$ cat src/design/liugc_pkg.sv
// Purpose: Shared constants for the global line-interface control block
// Assumes: Eight E1 channels, 8-bit register port with 12-bit addresses
// Notes:   Offsets are byte addresses on the configuration port
package liugc_pkg;

	// Channel count and port widths
	localparam int unsigned NUM_CHAN   = 8;
	localparam int unsigned ADDR_W     = 12;
	localparam int unsigned DATA_W     = 8;

	// Register offsets
	localparam logic [11:0] GLC_ONE_OFS   = 12'hfe1;
	localparam logic [11:0] GLC_TWO_OFS   = 12'hfe2;
	localparam logic [11:0] GLC_THREE_OFS = 12'hfe4;
	localparam logic [11:0] IRQ_STAT_OFS  = 12'hfe8;
	localparam logic [11:0] IRQ_MASK_OFS  = 12'hfe9;
	localparam logic [11:0] LOSS_STAT_OFS = 12'hfea;

	// Reset values
	localparam logic [7:0] GLC_ONE_RST   = 8'h00;
	localparam logic [7:0] GLC_TWO_RST   = 8'h00;
	localparam logic [7:0] GLC_THREE_RST = 8'h00;
	localparam logic [7:0] IRQ_STAT_RST  = 8'h00;
	localparam logic [7:0] IRQ_MASK_RST  = 8'h00;

	// Field positions in global_line_control_one
	localparam int unsigned OUTPUT_TRISTATE_TEST_BIT    = 0;
	localparam int unsigned EXTENDED_LOSS_THRESHOLD_BIT = 1;
	localparam int unsigned RECEIVE_MUTE_ON_LOSS_BIT    = 2;
	localparam int unsigned ARB_PULSE_ENABLE_BIT        = 3;
	localparam int unsigned RX_TIMING_GLOBAL_BIT        = 6;
	localparam int unsigned TX_TIMING_GLOBAL_BIT        = 7;

	// Per-channel base of the pulse segment registers (channel in top nibble)
	localparam logic [11:0] ARB_SEG_BASE_LOW = 12'hf08;

	// Consecutive-zero counts for loss declaration
	localparam int unsigned LOSS_CNT_W       = 13;
	localparam logic [12:0] LOSS_ZEROS_NORM  = 13'h00af;
	localparam logic [12:0] LOSS_ZEROS_EXT   = 13'h1000;
	localparam logic [12:0] LOSS_CNT_RST     = 13'h0000;

	// Channel register reset values
	localparam logic LOSS_RST = 1'b0;
	localparam logic DATA_RST = 1'b0;

endpackage : liugc_pkg

$ cat src/design/liugc_chan_out.sv
// Purpose: Per-channel output stage: receive mute and line pin drive
// Assumes: Framer-side inputs are on clk
// Notes:   Data outputs are registered; enables follow the test bit
`timescale 1ns/1ps
module liugc_chan_out
	import liugc_pkg::*;
(
	// Clock and reset
	input  wire logic clk,
	input  wire logic sys_rst,
	// Controls
	input  wire logic receive_mute_on_loss,
	input  wire logic receive_signal_loss,
	input  wire logic output_tristate_test,
	// Receive path
	input  wire logic rx_data,
	output logic      rx_framer_data,
	// Transmit line pins
	input  wire logic tx_pos_in,
	input  wire logic tx_neg_in,
	output logic      tx_pos_o,
	output logic      tx_neg_o,
	output logic      tx_pin_oe
);

	logic rx_out_reg;  // Data to framer
	logic rx_out_next;
	logic pos_reg;     // Positive rail
	logic pos_next;
	logic neg_reg;     // Negative rail
	logic neg_next;

	// Mute and pass-through
	always_comb begin
		rx_out_next = rx_data;
		if (receive_mute_on_loss && receive_signal_loss) begin
			rx_out_next = 1'b0;
		end
		pos_next = tx_pos_in;
		neg_next = tx_neg_in;
	end

	// Output registers
	always_ff @(posedge clk or posedge sys_rst) begin
		if (sys_rst) begin
			rx_out_reg <= DATA_RST;
			pos_reg <= DATA_RST;
			neg_reg <= DATA_RST;
		end else begin
			rx_out_reg <= rx_out_next;
			pos_reg <= pos_next;
			neg_reg <= neg_next;
		end
	end

	assign rx_framer_data = rx_out_reg;
	assign tx_pos_o = pos_reg;
	assign tx_neg_o = neg_reg;
	// Released pins float; driving resumes the cycle the bit clears
	assign tx_pin_oe = ~output_tristate_test;

endmodule : liugc_chan_out

$ cat src/design/liugc_loss_det.sv
// Purpose: Per-channel consecutive-zero counter declaring receive signal loss
// Assumes: Recovered data and its valid strobe arrive on clk
// Notes:   Counter saturates at the longer threshold, so no wrap
`timescale 1ns/1ps
module liugc_loss_det
	import liugc_pkg::*;
(
	// Clock and reset
	input  wire logic clk,
	input  wire logic sys_rst,
	// Recovered receive bit
	input  wire logic rx_data,
	input  wire logic rx_valid,
	// Threshold choice
	input  wire logic extended_loss_threshold,
	// Loss state
	output logic      receive_signal_loss
);

	logic [12:0] zero_cnt_reg;   // Zeros seen in a row
	logic [12:0] zero_cnt_next;
	logic        loss_reg;       // Loss declared
	logic        loss_next;
	logic [12:0] limit;          // Active threshold

	// Threshold selection and counting
	always_comb begin
		limit = extended_loss_threshold ? LOSS_ZEROS_EXT : LOSS_ZEROS_NORM;
		zero_cnt_next = zero_cnt_reg;
		loss_next = loss_reg;
		if (rx_valid) begin
			if (rx_data) begin
				// Any one ends the run and clears the loss
				zero_cnt_next = LOSS_CNT_RST;
				loss_next = 1'b0;
			end else if (zero_cnt_reg != LOSS_ZEROS_EXT) begin
				zero_cnt_next = zero_cnt_reg + 13'h0001;
			end
		end
		// Compare on the count, so a threshold change acts at once
		if (zero_cnt_next >= limit) begin
			loss_next = 1'b1;
		end
	end

	// State registers
	always_ff @(posedge clk or posedge sys_rst) begin
		if (sys_rst) begin
			zero_cnt_reg <= LOSS_CNT_RST;
			loss_reg <= LOSS_RST;
		end else begin
			zero_cnt_reg <= zero_cnt_next;
			loss_reg <= loss_next;
		end
	end

	assign receive_signal_loss = loss_reg;

endmodule : liugc_loss_det

$ cat src/design/liugc_top.sv
// Purpose: Global line-interface control registers for eight E1 channels
// Assumes: One clock, configuration port with one-cycle strobes
// Notes:   Loss events raise sticky interrupt bits, write one to clear
//
// The implementer's own choice: the strobed register port.
`timescale 1ns/1ps
module liugc_top
	import liugc_pkg::*;
(
	// Clock and reset
	input  wire logic        clk,
	input  wire logic        sys_rst,
	// Configuration port
	input  wire logic [11:0] cfg_addr,
	input  wire logic [7:0]  cfg_wdata,
	input  wire logic        cfg_wr_stb,
	input  wire logic        cfg_rd_stb,
	output logic      [7:0]  cfg_rdata,
	// Recovered receive data per channel
	input  wire logic [7:0]  rx_rec_data,
	input  wire logic [7:0]  rx_rec_valid,
	// Receive data toward the framer
	output logic      [7:0]  rx_framer_data,
	output logic      [7:0]  receive_signal_loss,
	// Transmit line pins
	input  wire logic [7:0]  tx_pos_in,
	input  wire logic [7:0]  tx_neg_in,
	output logic      [7:0]  tx_pos_o,
	output logic      [7:0]  tx_neg_o,
	output logic      [7:0]  tx_pin_oe,
	// Transmit shaping and timing controls
	output logic      [7:0]  tx_arb_pulse_mode,
	output logic             tx_timing_global,
	output logic             rx_timing_global,
	// Interrupt
	output logic             irq
);

	// Block structure
	// The configuration port writes five storage registers and reads six
	// addresses. Control one fans out to all eight channels at once, so a
	// single write changes the threshold, mute, pin release and shaping
	// mode of every channel on the same clock edge. There is no per-channel
	// override of these bits here; per-channel controls live elsewhere.
	// Control two and control three are plain storage. Control two bit
	// seven must be written as zero by software; the hardware keeps what is
	// written so that a faulty driver can be spotted by reading it back.
	//
	// Hazards worth knowing
	// A read strobe returns data one cycle later and only then; the read
	// data register returns to zero otherwise, so a master that samples
	// late sees zero rather than stale data.
	// The status register is write-one-to-clear. A loss onset that falls in
	// the cycle of the clearing write still sets its bit, so no event is
	// ever lost to a race with software.
	// The pin release bit acts combinationally on the output enables. The
	// rails themselves stay registered and keep following the framer, so
	// leaving the test mode restores the current data at once.

	// Write decode, shared by every register
	function automatic logic hit(input logic [11:0] a, input logic [11:0] ofs,
		input logic stb);
		hit = stb && (a == ofs);
	endfunction : hit

	// Register state
	logic [7:0] glc_one_reg;    // Global control one
	logic [7:0] glc_one_next;
	logic [7:0] glc_two_reg;    // Global control two
	logic [7:0] glc_two_next;
	logic [7:0] glc_three_reg;  // Global control three
	logic [7:0] glc_three_next;
	logic [7:0] irq_stat_reg;   // Sticky loss events
	logic [7:0] irq_stat_next;
	logic [7:0] irq_mask_reg;   // Interrupt enables
	logic [7:0] irq_mask_next;
	logic [7:0] rdata_reg;      // Read answer
	logic [7:0] rdata_next;
	logic [7:0] loss_prev_reg;  // Loss one cycle ago
	logic [7:0] loss_prev_next;

	// Internal wires
	logic [7:0] loss_now;       // Current loss per channel
	logic [7:0] loss_rise;      // New loss declarations
	logic       ctl_mute;       // Mute enable
	logic       ctl_ext;        // Extended threshold
	logic       ctl_test;       // Pin release
	logic       ctl_arb;        // Arbitrary pulse shaping

	// Field extraction from control one
	assign ctl_mute = glc_one_reg[RECEIVE_MUTE_ON_LOSS_BIT];
	assign ctl_ext  = glc_one_reg[EXTENDED_LOSS_THRESHOLD_BIT];
	assign ctl_test = glc_one_reg[OUTPUT_TRISTATE_TEST_BIT];
	assign ctl_arb  = glc_one_reg[ARB_PULSE_ENABLE_BIT];

	// Per-channel loss detection and output stages
	// Each channel gets its own detector, so a quiet channel never masks a
	// live one. The shared threshold bit means a change of threshold acts
	// on every channel in the same cycle, and a channel whose run already
	// passes the shorter limit declares loss as soon as that limit is used.
	// The mute stage reads the registered loss state, so muting begins one
	// cycle after loss is declared and ends one cycle after it clears.
	genvar ch;
	generate
		for (ch = 0; ch < NUM_CHAN; ch = ch + 1) begin : g_chan
			// One detector per channel, all share the threshold bit
			liugc_loss_det u_loss (
				.clk                     (clk),
				.sys_rst                 (sys_rst),
				.rx_data                 (rx_rec_data[ch]),
				.rx_valid                (rx_rec_valid[ch]),
				.extended_loss_threshold (ctl_ext),
				.receive_signal_loss     (loss_now[ch])
			);
			// Mute and pin stage, same controls on every channel
			liugc_chan_out u_out (
				.clk                  (clk),
				.sys_rst              (sys_rst),
				.receive_mute_on_loss (ctl_mute),
				.receive_signal_loss  (loss_now[ch]),
				.output_tristate_test (ctl_test),
				.rx_data              (rx_rec_data[ch]),
				.rx_framer_data       (rx_framer_data[ch]),
				.tx_pos_in            (tx_pos_in[ch]),
				.tx_neg_in            (tx_neg_in[ch]),
				.tx_pos_o             (tx_pos_o[ch]),
				.tx_neg_o             (tx_neg_o[ch]),
				.tx_pin_oe            (tx_pin_oe[ch])
			);
		end
	endgenerate

	// Loss onset marks an interrupt event
	// Only the rising edge counts: a loss that persists raises one event,
	// and software that clears the status bit is not interrupted again
	// until the channel recovers and loses signal once more.
	assign loss_rise = loss_now & ~loss_prev_reg;

	// Control register writes
	// Addresses are compared in full, so aliases of these registers do not
	// exist; writes to unmapped addresses fall through and change nothing.
	// Strobes may come back to back, each write lands on its own edge.
	always_comb begin
		glc_one_next = glc_one_reg;
		glc_two_next = glc_two_reg;
		glc_three_next = glc_three_reg;
		irq_mask_next = irq_mask_reg;
		// Control one: every bit stored and read back
		if (hit(cfg_addr, GLC_ONE_OFS, cfg_wr_stb)) begin
			glc_one_next = cfg_wdata;
		end
		// Control two: stored as written; bit seven is kept at zero by software
		if (hit(cfg_addr, GLC_TWO_OFS, cfg_wr_stb)) begin
			glc_two_next = cfg_wdata;
		end
		// Control three: storage with no effect anywhere
		if (hit(cfg_addr, GLC_THREE_OFS, cfg_wr_stb)) begin
			glc_three_next = cfg_wdata;
		end
		// Interrupt mask
		if (hit(cfg_addr, IRQ_MASK_OFS, cfg_wr_stb)) begin
			irq_mask_next = cfg_wdata;
		end
	end

	// Control registers
	always_ff @(posedge clk or posedge sys_rst) begin
		if (sys_rst) begin
			glc_one_reg <= GLC_ONE_RST;
			glc_two_reg <= GLC_TWO_RST;
			glc_three_reg <= GLC_THREE_RST;
			irq_mask_reg <= IRQ_MASK_RST;
		end else begin
			glc_one_reg <= glc_one_next;
			glc_two_reg <= glc_two_next;
			glc_three_reg <= glc_three_next;
			irq_mask_reg <= irq_mask_next;
		end
	end

	// Sticky status: a new event wins over a same-cycle clear
	always_comb begin
		irq_stat_next = irq_stat_reg;
		if (hit(cfg_addr, IRQ_STAT_OFS, cfg_wr_stb)) begin
			irq_stat_next = irq_stat_reg & ~cfg_wdata;
		end
		irq_stat_next = irq_stat_next | loss_rise;
		loss_prev_next = loss_now;
	end

	// Status registers
	always_ff @(posedge clk or posedge sys_rst) begin
		if (sys_rst) begin
			irq_stat_reg <= IRQ_STAT_RST;
			loss_prev_reg <= IRQ_STAT_RST;
		end else begin
			irq_stat_reg <= irq_stat_next;
			loss_prev_reg <= loss_prev_next;
		end
	end

	// Read mux; the answer stands only in the cycle after the strobe
	// Reads have no side effects: status bits are cleared only by writes,
	// so a debugger polling the port cannot disturb pending events.
	// The live loss address shows the detectors directly, which lets
	// software tell an old event from a condition that still stands.
	always_comb begin
		rdata_next = 8'h00;
		if (cfg_rd_stb) begin
			case (cfg_addr)
				GLC_ONE_OFS: begin
					rdata_next = glc_one_reg;
				end
				GLC_TWO_OFS: begin
					rdata_next = glc_two_reg;
				end
				GLC_THREE_OFS: begin
					rdata_next = glc_three_reg;
				end
				IRQ_STAT_OFS: begin
					rdata_next = irq_stat_reg;
				end
				IRQ_MASK_OFS: begin
					rdata_next = irq_mask_reg;
				end
				LOSS_STAT_OFS: begin
					// Live loss state, not sticky
					rdata_next = loss_now;
				end
				default: begin
					// Unmapped addresses read as zero
					rdata_next = 8'h00;
				end
			endcase
		end
	end

	// Read data register
	always_ff @(posedge clk or posedge sys_rst) begin
		if (sys_rst) begin
			rdata_reg <= 8'h00;
		end else begin
			rdata_reg <= rdata_next;
		end
	end

	// Outputs
	// Everything here is either a register or a plain decode of registers,
	// so no output depends combinationally on the configuration port.
	assign cfg_rdata = rdata_reg;
	assign receive_signal_loss = loss_now;
	assign tx_arb_pulse_mode = {NUM_CHAN{ctl_arb}};
	assign tx_timing_global = glc_one_reg[TX_TIMING_GLOBAL_BIT];
	assign rx_timing_global = glc_one_reg[RX_TIMING_GLOBAL_BIT];
	// Level interrupt while any unmasked event is pending
	assign irq = |(irq_stat_reg & irq_mask_reg);

endmodule : liugc_top

$ cat config.mk
export PLATFORM = sky130hd
export DESIGN_NAME = liugc_top
export DESIGN_NICKNAME = d
export VERILOG_FILES = /design/src/design/liugc_pkg.sv /design/src/design/liugc_chan_out.sv /design/src/design/liugc_loss_det.sv /design/src/design/liugc_top.sv
export SDC_FILE = /design/constraint.sdc
export NUM_CORES = 1
export LEC_CHECK = 0
export ABC_CLOCK_PERIOD_IN_PS = 12820
export BUFFER_PORTS_ARGS = -buffer_cell sky130_fd_sc_hd__buf_2
export CORE_ASPECT_RATIO = 0.8
export CORE_UTILIZATION = 30
export DETAILED_ROUTE_END_ITERATION = 10
export HOLD_SLACK_MARGIN = 0.08
export PLACE_DENSITY = 0.53
export SYNTH_ARGS = -nofsm -noshare
export SYNTH_HDL_FRONTEND = slang
export SYNTH_SLANG_ARGS = --single-unit
$ cat constraint.sdc
create_clock -name clk -period 12.82 [get_ports clk]
set_input_delay 2.564 -clock clk [delete_from_list [all_inputs] [get_ports clk]]
set_output_delay 2.564 -clock clk [all_outputs]
set_load 0.02 [all_outputs]
# After elaboration in Yosys (flattened, before gate mapping)
# Index checks and enable logic that the tools add are counted.
[totals]
regBits = 192
latch_bits = 0
mem_bits_rw = 0
mem_bits_ro = 0
in_bits = 56
out_inout_bits = 59
wordCells = 182
memories = 0
[op_classes]
addsub = 8
mul = 0
div_mod_pow = 0
n_lt_le_gt_ge = 8
eq_ne = 14
n_shift = 0
n_mux = 60
bitwise = 7
reduce_logical = 38
[op_table]
columns = ["op", "count"]
rows = [
  ["$mux W13", 25],
  ["$add A13 B1 Y13 const B", 8],
  ["$ge A13 B13 Y1", 8],
  ["$ne A13 B13 Y1 const B", 8],
  ["$eq A12 B12 Y1 const B", 6],
  ["$pmux W8 S6", 1],
  ["$mux W1", 32],
  ["$reduce_bool A2 Y1", 16],
  ["$and A8 B8 Y8", 3],
  ["$mux W8", 2],
  ["$not A8 Y8", 2],
  ["$reduce_and A2 Y1", 8],
  ["$logic_and A1 B1 Y1", 13],
  ["$or A8 B8 Y8", 1],
  ["$reduce_or A8 Y1", 1],
  ["$not A1 Y1", 1],
]

# Longest topological paths before layout
[depth]
word_depth = 7
depth_mapped = 14
depth_no_buf = 14

# By module
# A second synthesis with hierarchy kept.
[unflattened]
cells_unflattened = 1107
area_unflattened_um2 = 11220.8
[modules_own_cells]
columns = ["mod", "instances", "cells_each", "area_per_inst_um2", "seq_area_each_um2"]
rows = [
  ["liugc_loss_det (g_chan[0].u_loss ...)", 5, 108, 979.7, 350.3],
  ["liugc_top", 1, 200, 2630.0, 1401.3],
  ["liugc_loss_det (g_chan[3].u_loss)", 1, 114, 999.7, 350.3],
  ["liugc_loss_det (g_chan[6].u_loss)", 1, 102, 972.2, 350.3],
  ["liugc_loss_det (g_chan[5].u_loss)", 1, 103, 969.7, 350.3],
  ["liugc_chan_out", 8, 6, 93.8, 75.1],
]

# Worst setup path before layout
# Ideal clock, no wire load.
[synth_path]
path_type = "input to register"
startpoint = "in rx_rec_valid[3]"
endpoint = "reg g_chan[3].u_loss.loss_reg"
setup_time_ns = 0.136
arrival_time_ns = 4.866
t_required_ns = 12.684
setup_slack_ns = 7.818
path_stages = 12
path_buffers = 1
cell_sequence = "clkbuf_1 > inv_1 > a31oi_1 > nand2b_1 > xor2_1 > nor2_1 > ha_1 > a211oi_1 > o21ai_0 > o221a_2 > a2111oi_0 > a31oi_1"
[synth_between]
elab_chain_cells = 4
word_cells_on_any_way = 6
cone_classes = "1 x order compare; 2 x mux; 3 x reduce/logical"
[synth_lines]
columns = ["element", "line", "text"]
rows = [
  ["start, declared", "liugc_top.sv:21", "input wire logic [7:0] rx_rec_valid,"],
  ["$mux W13 (*)", "liugc_loss_det.sv:31", "if (rx_valid) begin"],
  ["named net g_chan[3].u_loss.zero_cnt_next[3]", "liugc_loss_det.sv:21", "logic [12:0] zero_cnt_next;"],
  ["$ge A13 B13 Y1 (*)", "liugc_loss_det.sv:41", "if (zero_cnt_next >= limit) begin"],
  ["$reduce_bool A2 Y1 (no source line)", "--", ""],
  ["$reduce_and A2 Y1 (no source line)", "--", ""],
  ["end signal, assigned", "liugc_loss_det.sv:53", "loss_reg <= loss_next;"],
  ["end, declared", "liugc_loss_det.sv:22", "logic loss_reg;"],
]
# The timed path passes the listed nets; every way through them passes the cells marked *.
# A chain may end at the register's enable or synchronous reset.

# Final worst setup path
# Same ends and word-level chain as after synthesis.

==> flow_summary.json <==
{
  "clockRootBuffer": "clkbuf_16",
  "clockPowerShare_pct": 35.8,
  "wl_per_cell_um": 16.5,
  "endpoint_kind": "register",
  "via_per_inst": 5.08,
  "die-area_um2": 36900,
  "finalCritPeriodShare_pct": 38.1,
  "path_class": "input pin to register",
  "min_to": "glc_two_reg[2]",
  "firstDrtPassIters": 6,
  "p_comb_share_pct": 17.0,
  "rrSetupSlack_ns": 9.43,
  "swShare_pct": 31.2,
  "intPower_mw": 1.04,
  "gr-usage-met3_pct": 2.90,
  "synth_commonest_cells": "192 x dfrtp_1, 105 x nor2_1, 73 x nand2_1",
  "cp_cell_sequence": "buf_2 -> inv_1 -> a31oi_1 -> nand2b_1 -> xor2_1 -> nor2_1 -> ha_1 -> a211oi_1 -> o21ai_0 -> o221a_2 -> a2111oi_0 -> a31oi_1",
  "grt_pass1_vias": 7915,
  "grt_usage_pct": 15.0,
  "ys_warn_count": 0,
  "clk_latency_ns": 0.44,
  "synth_fa_ha_area_share_pct": 8.31,
  "synth.area.mux_share_pct": 4.53,
  "async_flop_share_pct": 100,
  "place_area_um2": 11600,
  "hold_viol": 0,
  "netSwitchingPower_mw": 0.471,
  "cts_hold_buf": 0,
  "coreArea_um2": 35200,
  "nNetsFinal": 1286,
  "largest_reg_flops": 104,
  "seqPwrFrac_pct": 47.2,
  "final_util_pct": 34.7,
  "dp_hpwl_um": 19300,
  "rsz0062_at_grt": "no",
  "route.antenna.remaining_nets": 0,
  "slowest_delay_ns": 0.62,
  "grt_busiest_layer": "met2",
  "drv_slew": 0,
  "worst_pin_slew_ns": 0.914,
  "peakVddDrop_mv": 0.0870,
  "rows": 61,
  "drive_gt1_share_pct": 14.2,
  "synth_edf_count": 0,
  "synthSimpleGateAreaFrac_pct": 18.3,
  "path_max_fanout": 9,
  "cts_sinks": 192,
  "die_y_um": 172,
  "setup_viol": 0,
  "power.density_nw_per_um2": 124,
  "fin_area_um2": 12200,
  "crit_buf_inv": 2,
  "post_cts_buffers": 0,
  "crit_arrival_ns": 5.19,
  "setup_tns_ns": 0,
  "post-synth-top-count-cell": "dfrtp_1",
  "initialDrtViolationCount": 558,
  "crit_start": "rx_rec_valid[3]",
  "outcome": "finished clean",
  "initial_core_util_pct": 30.8,
  "cts_max_level": 4,
  "synth_top_area_share_pct": 44.3,
  "io_pins": 115,
  "crit_path_start_kind": "input pin",
  "portBuffers": 114,
  "netlist.top_cell.by_area": "dfrtp_1",
  "gp_congestion": 0.841,
  "cts_tree": "built",
  "hold_depth": 1,
  "crit-reg2reg-launch": "g_chan[4].u_loss.zero_cnt_reg[0]",
  "synth_compound_area_share_pct": 13.8,
  "seq_area_frac_synth_pct": 44.3,
  "crit_slowest_cell": "a31oi_1",
  "antenna_found_initial": 4,
  "period_minus_slack_ns": 4.88,
  "use_met2_pct": 23.7,
  "post_cts_resized": 0,
  "clock.fmax_mhz": 205,
  "skew_ns": 0.0126,
  "crit_family": "compound AO/OA/AOI/OAI gates",
  "syn-instance-count": 1085,
  "crit_top_cell": "a31oi_1",
  "synth_xor_area_share_pct": 4.53,
  "vias": 8354,
  "netlist_area_um2": 10800,
  "worstRegToRegCells": 14,
  "grt_overflow": 0,
  "maxCapViolations": 0,
  "synth_area_per_cell_um2": 9.99,
  "synth_ff_type": "dfrtp_1",
  "grt_first_pass_wirelength_um": 43700,
  "synth_area_leaders": "dfrtp_1 44%, ha_1 8.3%, nor2_1 3.6%, buf_4 3.4%, mux2_1 3.3%",
  "clk_pin_slew_ns": 0.07,
  "synth_cell_types": 77,
  "clk_path_buf_depth": 2,
  "slew_headroom_pct": 39.0,
  "ys_ff_latch": 192,
  "syn_to_final_growth_pct": 12.5,
  "die_w_um": 214,
  "required_ns": 13.13,
  "totalWireLength_um": 27100,
  "numCtsBuffers": 17,
  "synth_top_family_by_area": "simple AND/OR/NAND/NOR gates",
  "grt_max_degree": 125,
  "hold_start": "glc_two_reg[2]",
  "met1_usage_pct": 20.7,
  "route.detailed.drc": 0,
  "p_leak_nw": 5.73,
  "r2r-end": "g_chan[4].u_loss.receive_signal_loss",
  "hold_path_class": "register to register",
  "syn_nets": 1213
}
[power by group through the flow]
stage | sequential [mW] | clock [mW] | combinational [mW]
CTS | 0.712 | 0.562 | 0.261
global route | 0.720 | 0.585 | 0.298
floorplan | 0.704 | 0 | 0.205
finish | 0.712 | 0.541 | 0.257
detailed placement | 0.723 | 0 | 0.259
global placement | 0.723 | 0 | 0.254
[cell type report]
cell class	instances	area [µm²]
Antenna cell	1	2.50
Clock buffer	18	439
Clock inverter	13	144
Fill cell	3573	23000
Inverter	67	259
Multi-Input combinational cell	763	5360
Sequential cell	192	4810
Tap cell	472	591
Timing Repair Buffer	117	593
[cells by family after synthesis]
kind of cell	count (synthesis)
muxes	45
xor gates and xnor gates	56
adders and majority gates	72
DFF	192
buffers and inverters	130
and+or+nand+nor	382
AOI/OAI and AO/OA	208
[stage by stage]
stage	hold slack [ns]	power, mW	cells	setup slack [ns]
finish	0.490	1.51	1643	7.94
CTS	0.492	1.53	1642	7.99
global route	0.510	1.60	1643	7.75
detailed placement	0.475	0.983	1611	7.51
floorplan	0.428	0.909	1085	5.03
global placement	0.467	0.977	1611	7.55
[per-layer routing]
metal	vias to the layer above	share of wire [%]
met5	-	0.11
met4	4	1.9
met3	33	4.4
met2	198	45
met1	4066	49
li1	4053	-
[cell usage in the layout (no fill, tap or decap), drive strengths merged, types with 27 or more instances in the layout]
master	n
nand2	74
xnor2	28
a21oi	45
dfrtp	192
nand4	27
nand3	37
ha	72
mux2	32
nor2	108
buf	117
xor2	28
inv	74
[worst max path at each step]
| stage | slack (ns) | endpoint | cells past startpoint |
|---|---|---|---|
| 5_1_grt | 7.75 | g_chan[4].u_loss.receive_signal_loss | 13 |
| 2_1_floorplan | 5.03 | cfg_rdata[0] | 1 |
| 3_3_place_gp | 7.55 | g_chan[4].u_loss.receive_signal_loss | 13 |
| 6_report | 7.94 | g_chan[3].u_loss.receive_signal_loss | 12 |
| 4_1_cts | 7.99 | g_chan[4].u_loss.receive_signal_loss | 13 |
| 3_5_place_dp | 7.51 | g_chan[4].u_loss.receive_signal_loss | 13 |
Note: power is estimated with default switching activity, not from simulation.
